<file path="src/rtl/fpe_cfg.svh">
`ifndef FPE_CFG_SVH
`define FPE_CFG_SVH
// Command codes written to the flash command register
`define FPE_CMD_READ      8'h00
`define FPE_CMD_SIG       8'h90
`define FPE_CMD_ERASE     8'h20
`define FPE_CMD_ERASE_VFY 8'hA0
`define FPE_CMD_PROG      8'h40
`define FPE_CMD_PROG_VFY  8'hC0
`define FPE_CMD_RESET     8'hFF
// Signature addresses
`define FPE_SIG_MAKER_ADDR  17'h00000
`define FPE_SIG_DEVICE_ADDR 17'h00001
// Bus phase timing, in ns, and cycle counts at 10 MHz
`define FPE_CLK_NS        100
`define FPE_WE_LOW_NS     100
`define FPE_WE_HIGH_NS    100
`define FPE_READ_NS       200
`define FPE_PROG_PULSE_NS 10000
`define FPE_PROG_REC_NS   6000
`define FPE_ERASE_PULSE_NS 10000000
`define FPE_CYC(ns) (((ns) + `FPE_CLK_NS - 1) / `FPE_CLK_NS)
// Retry limits
`define FPE_PROG_RETRIES  25
`define FPE_ERASE_RETRIES 1000
`endif

</file>
<file path="src/rtl/fpe_pkg.sv">
package fpe_pkg;
    // Host operation requested by the user side
    typedef enum logic [2:0] {
        FPE_OP_READ    = 3'b000,
        FPE_OP_SIG     = 3'b001,
        FPE_OP_PROGRAM = 3'b010,
        FPE_OP_ERASE   = 3'b011,
        FPE_OP_ABORT   = 3'b100
    } fpe_op_type;
    // Controller states
    typedef enum logic [3:0] {
        FPE_ST_IDLE   = 4'b0000,
        FPE_ST_WLOW   = 4'b0001,
        FPE_ST_WHIGH  = 4'b0010,
        FPE_ST_WAIT   = 4'b0011,
        FPE_ST_RLOW   = 4'b0100,
        FPE_ST_CHECK  = 4'b0101,
        FPE_ST_DONE   = 4'b0110
    } fpe_state_type;
endpackage
</file>
<file path="src/rtl/fpe_host.sv">
`timescale 1ns/100ps
`include "fpe_cfg.svh"
module fpe_host #(
    parameter int ADDR_W        = 17,
    parameter int DATA_W        = 8,
    parameter int PROG_RETRIES  = `FPE_PROG_RETRIES,
    parameter int ERASE_RETRIES = `FPE_ERASE_RETRIES,
    parameter int ERASE_CYC     = `FPE_CYC(`FPE_ERASE_PULSE_NS),
    parameter int LAST_ADDR     = (1 << 17) - 1
) (
    input  wire logic                i_core_clk,  // 10 MHz clock
    input  wire logic                i_rst,       // Sync reset, high
    input  wire logic                i_req,       // Start operation pulse
    input  wire fpe_pkg::fpe_op_type i_op,        // Operation kind
    input  wire logic [ADDR_W-1:0]   i_addr,      // Target address
    input  wire logic [DATA_W-1:0]   i_wdata,     // Program data
    input  wire logic [DATA_W-1:0]   i_dq_in,     // Flash data pins in
    output logic                     o_busy,      // Operation running
    output logic                     o_done,      // Completion pulse
    output logic                     o_fail,      // Retry limit hit
    output logic [DATA_W-1:0]        o_rdata,     // Read result
    output logic                     o_ce_n,      // Flash chip select
    output logic                     o_oe_n,      // Flash output enable
    output logic                     o_we_n,      // Flash write strobe
    output logic                     o_program_supply_high, // Supply switch
    output logic [ADDR_W-1:0]        o_addr,      // Flash address pins
    output logic [DATA_W-1:0]        o_dq_out,    // Flash data pins out
    output logic                     o_dq_oe      // Data pin drive enable
);
    import fpe_pkg::*;

    localparam int WL_CYC  = `FPE_CYC(`FPE_WE_LOW_NS);
    localparam int WH_CYC  = `FPE_CYC(`FPE_WE_HIGH_NS);
    localparam int RD_CYC  = `FPE_CYC(`FPE_READ_NS);
    localparam int PP_CYC  = `FPE_CYC(`FPE_PROG_PULSE_NS);
    localparam int REC_CYC = `FPE_CYC(`FPE_PROG_REC_NS);
    // Counter must hold the longest wait, erase or program pulse
    localparam int CNT_MAX = (ERASE_CYC > PP_CYC) ? ERASE_CYC : PP_CYC;
    localparam int CNT_W   = $clog2(CNT_MAX + 2);

    // Step of a sequence: which bus cycle comes next
    typedef enum logic [2:0] {
        FPE_SP_CMD1 = 3'b000,
        FPE_SP_CMD2 = 3'b001,
        FPE_SP_VCMD = 3'b010,
        FPE_SP_VRD  = 3'b011,
        FPE_SP_EXIT = 3'b100
    } fpe_step_type;

    fpe_state_type     state_ff;
    fpe_step_type      step_ff;
    fpe_op_type        op_ff;
    logic [CNT_W-1:0]  cnt_ff;
    logic [15:0]       try_ff;
    logic [ADDR_W-1:0] tgt_ff;
    logic [DATA_W-1:0] wd_ff;
    logic [DATA_W-1:0] cmd_ff;
    logic              is_read_ff;
    logic              cnt_zero;
    logic              match;
    logic [DATA_W-1:0] expect_val;
    logic              last_addr;
    logic              retry_over;

    // Comparison of verify data and retry limit
    assign cnt_zero   = (cnt_ff == '0);
    assign expect_val = (op_ff == FPE_OP_ERASE) ? 8'hFF : wd_ff;
    // Compare the captured byte; the data pins are released by now
    assign match      = (o_rdata == expect_val);
    assign last_addr  = (tgt_ff == ADDR_W'(LAST_ADDR));
    assign retry_over = (op_ff == FPE_OP_ERASE) ? (try_ff >= 16'(ERASE_RETRIES))
                                                : (try_ff >= 16'(PROG_RETRIES));

    // Command for a first write cycle of an operation
    function automatic logic [7:0] first_cmd(input fpe_op_type op);
        case (op)
            FPE_OP_SIG:     first_cmd = `FPE_CMD_SIG;
            FPE_OP_PROGRAM: first_cmd = `FPE_CMD_PROG;
            FPE_OP_ERASE:   first_cmd = `FPE_CMD_ERASE;
            FPE_OP_ABORT:   first_cmd = `FPE_CMD_RESET;
            default:        first_cmd = `FPE_CMD_READ;
        endcase
    endfunction

    // Sequencer: write cycles, read cycles, pulse waits, verify loop
    always_ff @(posedge i_core_clk) begin
        if (i_rst) begin
            state_ff   <= FPE_ST_IDLE;
            step_ff    <= FPE_SP_CMD1;
            op_ff      <= FPE_OP_READ;
            cnt_ff     <= '0;
            try_ff     <= 16'h0000;
            tgt_ff     <= '0;
            wd_ff      <= 8'h00;
            cmd_ff     <= 8'h00;
            is_read_ff <= 1'b0;
            o_busy     <= 1'b0;
            o_done     <= 1'b0;
            o_fail     <= 1'b0;
            o_rdata    <= 8'h00;
            o_ce_n     <= 1'b1;
            o_oe_n     <= 1'b1;
            o_we_n     <= 1'b1;
            o_program_supply_high <= 1'b0;
            o_addr     <= '0;
            o_dq_out   <= 8'h00;
            o_dq_oe    <= 1'b0;
        end else begin
            o_done <= 1'b0;
            if (!cnt_zero) begin
                cnt_ff <= cnt_ff - 1'b1;
            end
            case (state_ff)
                FPE_ST_IDLE: begin
                    if (i_req) begin
                        op_ff    <= i_op;
                        tgt_ff   <= (i_op == FPE_OP_ERASE) ? '0 : i_addr;
                        wd_ff    <= i_wdata;
                        try_ff   <= 16'h0000;
                        o_fail   <= 1'b0;
                        o_busy   <= 1'b1;
                        o_program_supply_high <= 1'b1;
                        cmd_ff   <= first_cmd(i_op);
                        step_ff  <= FPE_SP_CMD1;
                        state_ff <= FPE_ST_WLOW;
                        cnt_ff   <= CNT_W'(WH_CYC);
                    end
                end
                FPE_ST_WLOW: begin
                    // Write cycle: supply settles, then strobe low for WL_CYC + 1 cycles
                    if (cnt_zero && o_we_n) begin
                        o_ce_n   <= 1'b0;
                        o_we_n   <= 1'b0;
                        o_dq_oe  <= 1'b1;
                        o_dq_out <= cmd_ff;
                        // Address presented on falling strobe edge
                        o_addr   <= (op_ff == FPE_OP_PROGRAM && step_ff == FPE_SP_CMD2) ||
                                    (step_ff == FPE_SP_VCMD && op_ff == FPE_OP_ERASE) ? tgt_ff : '0;
                        cnt_ff   <= CNT_W'(WL_CYC);
                    end else if (cnt_zero) begin
                        o_we_n   <= 1'b1;
                        cnt_ff   <= CNT_W'(WH_CYC);
                        state_ff <= FPE_ST_WHIGH;
                    end
                end
                FPE_ST_WHIGH: begin
                    if (cnt_zero) begin
                        o_ce_n  <= 1'b1;
                        o_dq_oe <= 1'b0;
                        state_ff <= FPE_ST_WAIT;
                        case (step_ff)
                            FPE_SP_CMD1: begin
                                if (op_ff == FPE_OP_READ || op_ff == FPE_OP_SIG) begin
                                    is_read_ff <= 1'b1;
                                    state_ff   <= FPE_ST_RLOW;
                                end else begin
                                    // Second identical erase/reset code, or program data
                                    cmd_ff   <= (op_ff == FPE_OP_PROGRAM) ? wd_ff : cmd_ff;
                                    step_ff  <= FPE_SP_CMD2;
                                    state_ff <= FPE_ST_WLOW;
                                end
                            end
                            FPE_SP_CMD2: begin
                                if (op_ff == FPE_OP_ABORT) begin
                                    state_ff <= FPE_ST_DONE;
                                end else begin
                                    // Pulse runs; the verify write after ERASE_CYC or PP_CYC ends it
                                    cnt_ff  <= (op_ff == FPE_OP_ERASE) ? CNT_W'(ERASE_CYC)
                                                                       : CNT_W'(PP_CYC);
                                    step_ff <= FPE_SP_VCMD;
                                    cmd_ff  <= (op_ff == FPE_OP_ERASE) ? `FPE_CMD_ERASE_VFY
                                                                       : `FPE_CMD_PROG_VFY;
                                end
                            end
                            FPE_SP_VCMD: begin
                                cnt_ff   <= CNT_W'(REC_CYC);
                                step_ff  <= FPE_SP_VRD;
                            end
                            default: begin
                                state_ff <= FPE_ST_DONE;
                            end
                        endcase
                    end
                end
                FPE_ST_WAIT: begin
                    if (cnt_zero) begin
                        if (step_ff == FPE_SP_VRD) begin
                            is_read_ff <= 1'b0;
                            state_ff   <= FPE_ST_RLOW;
                        end else begin
                            // Verify write ends pulse; program verify drives address 0, erase verify the target
                            state_ff <= FPE_ST_WLOW;
                        end
                    end
                end
                FPE_ST_RLOW: begin
                    // Read cycle: chip select and output enable low, strobe high
                    if (o_oe_n) begin
                        o_ce_n <= 1'b0;
                        o_oe_n <= 1'b0;
                        o_addr <= (is_read_ff) ? tgt_ff : '0;
                        cnt_ff <= CNT_W'(RD_CYC);
                    end else if (cnt_zero) begin
                        o_ce_n   <= 1'b1;
                        o_oe_n   <= 1'b1;
                        o_rdata  <= i_dq_in;
                        state_ff <= is_read_ff ? FPE_ST_DONE : FPE_ST_CHECK;
                    end
                end
                FPE_ST_CHECK: begin
                    step_ff  <= FPE_SP_CMD1;
                    state_ff <= FPE_ST_WLOW;
                    if (match && op_ff == FPE_OP_ERASE && !last_addr) begin
                        // Next byte verified without a new pulse
                        tgt_ff  <= tgt_ff + 1'b1;
                        cmd_ff  <= `FPE_CMD_ERASE_VFY;
                        step_ff <= FPE_SP_VCMD;
                    end else if (match || retry_over) begin
                        o_fail  <= !match;
                        op_ff   <= FPE_OP_READ;
                        cmd_ff  <= `FPE_CMD_READ;
                        step_ff <= FPE_SP_EXIT;
                    end else begin
                        try_ff  <= try_ff + 16'h0001;
                        cmd_ff  <= first_cmd(op_ff);
                    end
                end
                FPE_ST_DONE: begin
                    o_busy   <= 1'b0;
                    o_done   <= 1'b1;
                    o_program_supply_high <= 1'b0;
                    state_ff <= FPE_ST_IDLE;
                end
                default: begin
                    state_ff <= FPE_ST_IDLE;
                end
            endcase
        end
    end
endmodule

</file>
<file path="config.mk">
export PLATFORM = sky130hd
export DESIGN_NAME = fpe_host
export DESIGN_NICKNAME = d
export VERILOG_FILES = /design/src/rtl/fpe_pkg.sv /design/src/rtl/fpe_host.sv
export VERILOG_INCLUDE_DIRS = /design/src /design/src/rtl
export SDC_FILE = /design/constraint.sdc
export NUM_CORES = 1
export LEC_CHECK = 0
export ABC_CLOCK_PERIOD_IN_PS = 3400
export BUFFER_PORTS_ARGS = -buffer_cell sky130_fd_sc_hd__buf_2
export CAP_MARGIN = 20
export CELL_PAD_IN_SITES_DETAIL_PLACEMENT = 0
export CELL_PAD_IN_SITES_GLOBAL_PLACEMENT = 1
export CORE_MARGIN = 5
export CORE_UTILIZATION = 43
export DETAILED_ROUTE_END_ITERATION = 8
export PLACE_DENSITY = 0.86
export SLEW_MARGIN = 20
export SYNTH_ARGS = -nofsm -noshare
export SYNTH_HDL_FRONTEND = slang
export SYNTH_SLANG_ARGS = --single-unit
</file>
<file path="constraint.sdc">
create_clock -name i_core_clk -period 3.4 [get_ports i_core_clk]
set_input_delay 0 -clock i_core_clk [delete_from_list [all_inputs] [get_ports i_core_clk]]
set_output_delay 0 -clock i_core_clk [all_outputs]
set_load 0.005 [all_outputs]
</file>
=== After elaboration in Yosys (flattened, before gate mapping) ===
Index checks and enable logic that the tools add are counted.
W data, S select, Z words.

* Input bits: 39
* Register bits after elaboration: 117
* Output and inout bits: 41
* Logic and storage cells: 188

* Reductions and logical operators: 37
* Add/sub/neg operators: 3
* Bitwise logic cells: 1
* Mux-type cells: 86
* Eq/ne operators: 40
* Magnitude comparators: 2

{| class="wikitable"
|+ Operators with widths
! operator !! count
|-
| $mux W17 || 15
|-
| $pmux W17 S2 || 3
|-
| $pmux W17 S4 || 1
|-
| $mux W8 || 8
|-
| $pmux W8 S4 || 2
|-
| $mux W16 || 3
|-
| $mux W3 || 12
|-
| $pmux W16 S2 || 1
|-
| $ne A2 B2 Y1 const B || 15
|-
| $mux W4 || 7
|-
| $pmux W3 S3 || 3
|-
| $pmux W4 S6 || 1
|-
| $pmux W8 S3 || 1
|-
| $mux W1 || 20
|-
| $eq A3 B2 Y1 const B || 6
|-
| $add A17 B1 Y17 const B || 1
|-
| $eq A17 B17 Y1 const B || 1
|-
| $logic_not A17 Y1 || 1
|-
| $sub A17 B1 Y17 const B || 1
|-
| $add A16 B1 Y16 const B || 1
|-
| $ge A16 B10 Y1 const B || 1
|-
| $ge A16 B5 Y1 const B || 1
|-
| $pmux W8 S2 || 1
|-
| $reduce_and A7 Y1 || 2
|-
| 27 further kinds || 61
|}

=== Depth between registers and ports, before layout ===
* Depth after elaboration: 7
* Depth in mapped cells: 13
* Depth with buffers taken out: 12

=== Least setup slack after synthesis ===
Ideal clock, no wire load.

* Path kind: register to register
* From: reg tgt_ff[0]
* To: reg tgt_ff[2]
* Required time: 3.284 ns
* Arrival: 2.396 ns
* Path buffers: 2
* Slack: 0.888 ns
* Library setup time: 0.116 ns
* Cell stages (with the launch flop): 12
* Clock period less this slack: 2.512 ns
* Path through: dfxtp_1 ha_1 nand3_1 nor3_1 and3_1 ha_1 nor3_1 nor3b_2 or2_1 buf_4 buf_6 o211a_1

* Cells in the longest elaborated chain, start to end: 5
* Elaborated cells between the ends (all ways): 8
* Classes of those cells: add/sub: 1; eq/ne: 2; mux: 2; reduce/logical: 3

{| class="wikitable"
|+ RTL lines
! what !! line !! text
|-
| from (decl) || fpe_host.sv:55 || <nowiki>logic [ADDR_W-1:0] tgt_ff;</nowiki>
|-
| from (signal assigned) || fpe_host.sv:117 || <nowiki>tgt_ff <= (i_op == FPE_OP_ERASE) ? '0 : i_addr;</nowiki>
|-
| from (signal assigned) || fpe_host.sv:215 || <nowiki>tgt_ff <= tgt_ff + 1'b1;</nowiki>
|-
| parallel branches: the longest is 5 deep, another holds $add A17 B1 Y17 || -- ||
|}

Several ways; the timed one is not identified. The select of a mux whose other input is x is not followed.
A chain may end at the register's enable or synchronous reset.

=== Worst setup path in the final report ===
* From: reg op_ff[2]
* To: reg tgt_ff[0]

* Cells in the longest elaborated chain, start to end: 7

{| class="wikitable"
|+ RTL lines
! what !! line !! text
|-
| from (decl) || fpe_host.sv:52 || <nowiki>fpe_op_type op_ff;</nowiki>
|-
| from (signal assigned) || fpe_host.sv:116 || <nowiki>op_ff <= i_op;</nowiki>
|-
| $eq A3 B2 Y1 (*) || fpe_host.sv:67, fpe_host.sv:213 ||
|-
| $mux W8 || fpe_host.sv:67 || <nowiki>assign expect_val = (op_ff == FPE_OP_ERASE) ? 8'hFF : wd_ff;</nowiki>
|-
| $eq A8 B8 Y1 || fpe_host.sv:69 || <nowiki>assign match = (o_rdata == expect_val);</nowiki>
|-
| $logic_and A1 B1 Y1 (*) (2 in a row) || fpe_host.sv:213 || <nowiki>if (match && op_ff == FPE_OP_ERASE && !last_addr) begin</nowiki>
|-
| $ne A2 B2 Y1 (no line) (*) || -- ||
|-
| $reduce_and A3 Y1 (no line) (*) || -- ||
|}

Mark *: on every way between the ends. The rest lies on a longest branch, timed or not.

==> flow_summary.yaml <==
status:
  status: "finished clean"
drt:
  wl_per_cell_um: 16.8
  viasPerCell: 5.85
  dr.pass1.iters: 5
  drtIter0Drc: 578
  final_antenna_net_count: 0
  num_vias: 6176
  drc: 0
  drt_wl_total_um: 17800
worst_hold_path:
  worstHoldStart: "i_addr[11]"
  hold_depth: 4
  hold_path.class: "primary input to flip-flop"
  min_to: "tgt_ff[11]"
logic_synthesis:
  yosysTopAreaCell: "dfxtp_1"
  synthXorXnorAreaFrac_pct: 2.76
  synth_ff_type: "dfxtp_1"
  synth_area_um2: 6020
  synthMuxAreaShare_pct: 2.49
  synthAdderAreaFrac_pct: 1.45
  synth_top_family_by_area: "simple AND/OR/NAND/NOR gates"
  synth_warnings: 0
  synth_top_cell_area_share_pct: 38.5
  synth_nets: 815
  synth-edff-count: 0
  synth_cell_types: 71
  syn_inst: 769
  ys_async_sr_fraction_pct: 0
  ys_ff_latch: 116
  yosysSeqAreaShare_pct: 38.5
  synth_compound_area_share_pct: 23.6
  synth.area.top_cells: "dfxtp_1 (39%), a21oi_1 (6.5%), nand2_1 (6.0%)"
  yosys.area_share.simple_pct: 25.7
  syn_area_per_cell_um2: 7.83
placed_design:
  dpl.hpwl_um: 12200
  routabilityCongestion: 0.852
  port_buffers: 79
  pre_cts_ws_ns: 0.543
sta:
  setup_viol: 0
  finalWorstSetupSlack_ns: 0.501
  finalHoldViolCount: 0
  tns_ns: 0
  slew_viol_final: 0
  rsz0062_at_grt: "false"
  fin_crit_sh_pct: 85.3
  tightest_slew_ns: 0.877
  clock.fmax_ghz: 0.345
  clock_skew_ns: 0.00857
  fin_crit_ns: 2.90
  maxSlewHeadroom_pct: 41.2
global_route:
  antenna_found_initial: 0
  grt_pass1_vias: 5974
  grt_pass1_wl_um: 29400
  grt_usage_pct: 22.1
  gr-max-usage-layer: "met2"
  use_met2_pct: 35.7
  grt_overflow: 0
  use_met1_pct: 28.6
  grt_max_degree: 66
  met3_usage_pct: 5.73
critical_path:
  reg2reg_depth: 6
  reg2reg_setup_slack_ns: 0.50
  rr_startpoint: "op_ff[2]"
  crit_slowest_cell: "a2111o_1"
  crit_fanout: 15
  cp.required_ns: 3.65
  crit_type: "flip-flop to flip-flop"
  crit_path_end_kind: "flip-flop"
  critPathMaxStageDelay_ns: 0.55
  cp.arrival_ns: 3.15
  cp_cell_sequence: "and3b_1 -> or3_1 -> a2111o_1 -> nor3b_2 -> or2_1 -> a311oi_1"
  critPathLaunchType: "flip-flop"
  r2r-end: "tgt_ff[0]"
die:
  io_pins: 80
  initial_core_util_pct: 43.6
  die_w_um: 128
  core_um2: 13800
  dieHeight_um: 128
  die_area_um2: 16500
  rows: 43
cts:
  cts_resized: 0
  root_buffer: "clkbuf_16"
  clock_latency_ns: 0.42
  cts_sinks: 116
  tritoncts: "built"
  clkTransAtPathRegs_ns: 0.05
  cts.htree.levels: 4
  clockBufferDepth: 2
  numCtsBuffers: 17
pwr:
  total_power_mw: 5.43
  cellLeakagePower_nw: 2.93
  power.density_nw_per_um2: 728
  peakVddDrop_v: 0.000453
flow_run:
  cap_violations: 0
cells_and_area:
  mostFrequentLayoutCells: "dfxtp_1 (116), nand2_1 (96), buf_2 (79)"
  fin_util_pct: 54.0
  drive_gt1_share_pct: 17.2
  final_nets: 907
  areaGrowthSynthToFinish_pct: 23.9
  layout_commonest_cell: "dfxtp_1"
Yosys cell counts (8+ instances only):
cell type and n:
and3_1 8, nor2b_1 11, or3_1 9, a21oi_1 78, nand2_1 96, clkbuf_1 41
nor4_1 10, o211ai_1 8, nand3_1 40, xnor2_1 11, xor2_1 8, inv_1 16
dfxtp_1 116, nor2_1 75, o31ai_1 8, a211oi_1 12, nor3_1 24, buf_2 8
or2_2 8, o21ai_0 40, mux2i_1 15
cells by family after synthesis:
| kind of cell | Yosys count |
|---|---|
| compound gates | 216 |
| simple gates | 320 |
| xor+xnor | 19 |
| flops | 116 |
| buf+inv | 76 |
| mux | 15 |
| fa+ha+maj | 7 |
worst max path at each step:
stage | startpoint | to | slack (ns)
CTS | op_ff[2] | tgt_ff[0] | 0.54
global placement | op_ff[2] | tgt_ff[0] | 0.70
floorplan | tgt_ff[0] | tgt_ff[2] | 0.89
finish | op_ff[2] | tgt_ff[0] | 0.50
global route | state_ff[1] | cmd_ff[3] | 0.31
detailed placement | op_ff[2] | tgt_ff[0] | 0.54
where the power goes:
| group | internal (mW) | total [mW] | leakage [nW] | switching, mW |
|---|---|---|---|---|
| Sequential | 1.57 | 1.82 | 0.943 | 0.250 |
| Combinational | 0.708 | 1.85 | 1.70 | 1.15 |
| Clock | 1.13 | 1.76 | 0.281 | 0.629 |
| Total | 3.41 | 5.43 | 2.93 | 2.02 |
critical path, delay by kind of cell (launching register included):
kind / cells / cell delay, ns
DFF: 1 / 0.51
and+or+nand+nor: 4 / 1.45
AOI/OAI and AO/OA: 2 / 0.76
area by class of cell:
type	instances	area, um^2
Antenna cell	2	5.00
Clock buffer	24	482
Clock inverter	8	98.8
Fill cell	1270	6360
Inverter	17	63.8
Multi-Input combinational cell	577	3390
Sequential cell	116	2320
Tap cell	180	225
Timing Repair Buffer	132	876
per-stage QoR:
step | hold slack [ns] | std cells | area [um^2]
floorplan | 0.136 | 769 | 6020
global placement | 0.236 | 989 | 6550
detailed placement | 0.248 | 989 | 6550
CTS | 0.0162 | 1054 | 7460
global route | 0.0538 | 1054 | 7460
finish | 0.0388 | 1056 | 7460
layer usage:
layer | wire, um | up-vias
met5 | 0 | -
li1 | - | 2967
met1 | 7840 | 2926
met3 | 1150 | 29
met4 | 266 | 0
met2 | 8530 | 254
state kept, by name, summed over array words and instances (netlist names), 3 cells and up:
name and count:
try_ff 16, state_ff 3, cmd_ff 8, o_dq_out 8, step_ff 3, o_addr 17, wd_ff 8, o_rdata 8
op_ff 3, cnt_ff 17, tgt_ff 17
what timing repair did:
item                      in CTS  in global routing
hold buffers                  33                  0
hold endpoints to repair      33                  0
buffers inserted               0                  0
Note: power is estimated with default switching activity, not from simulation.
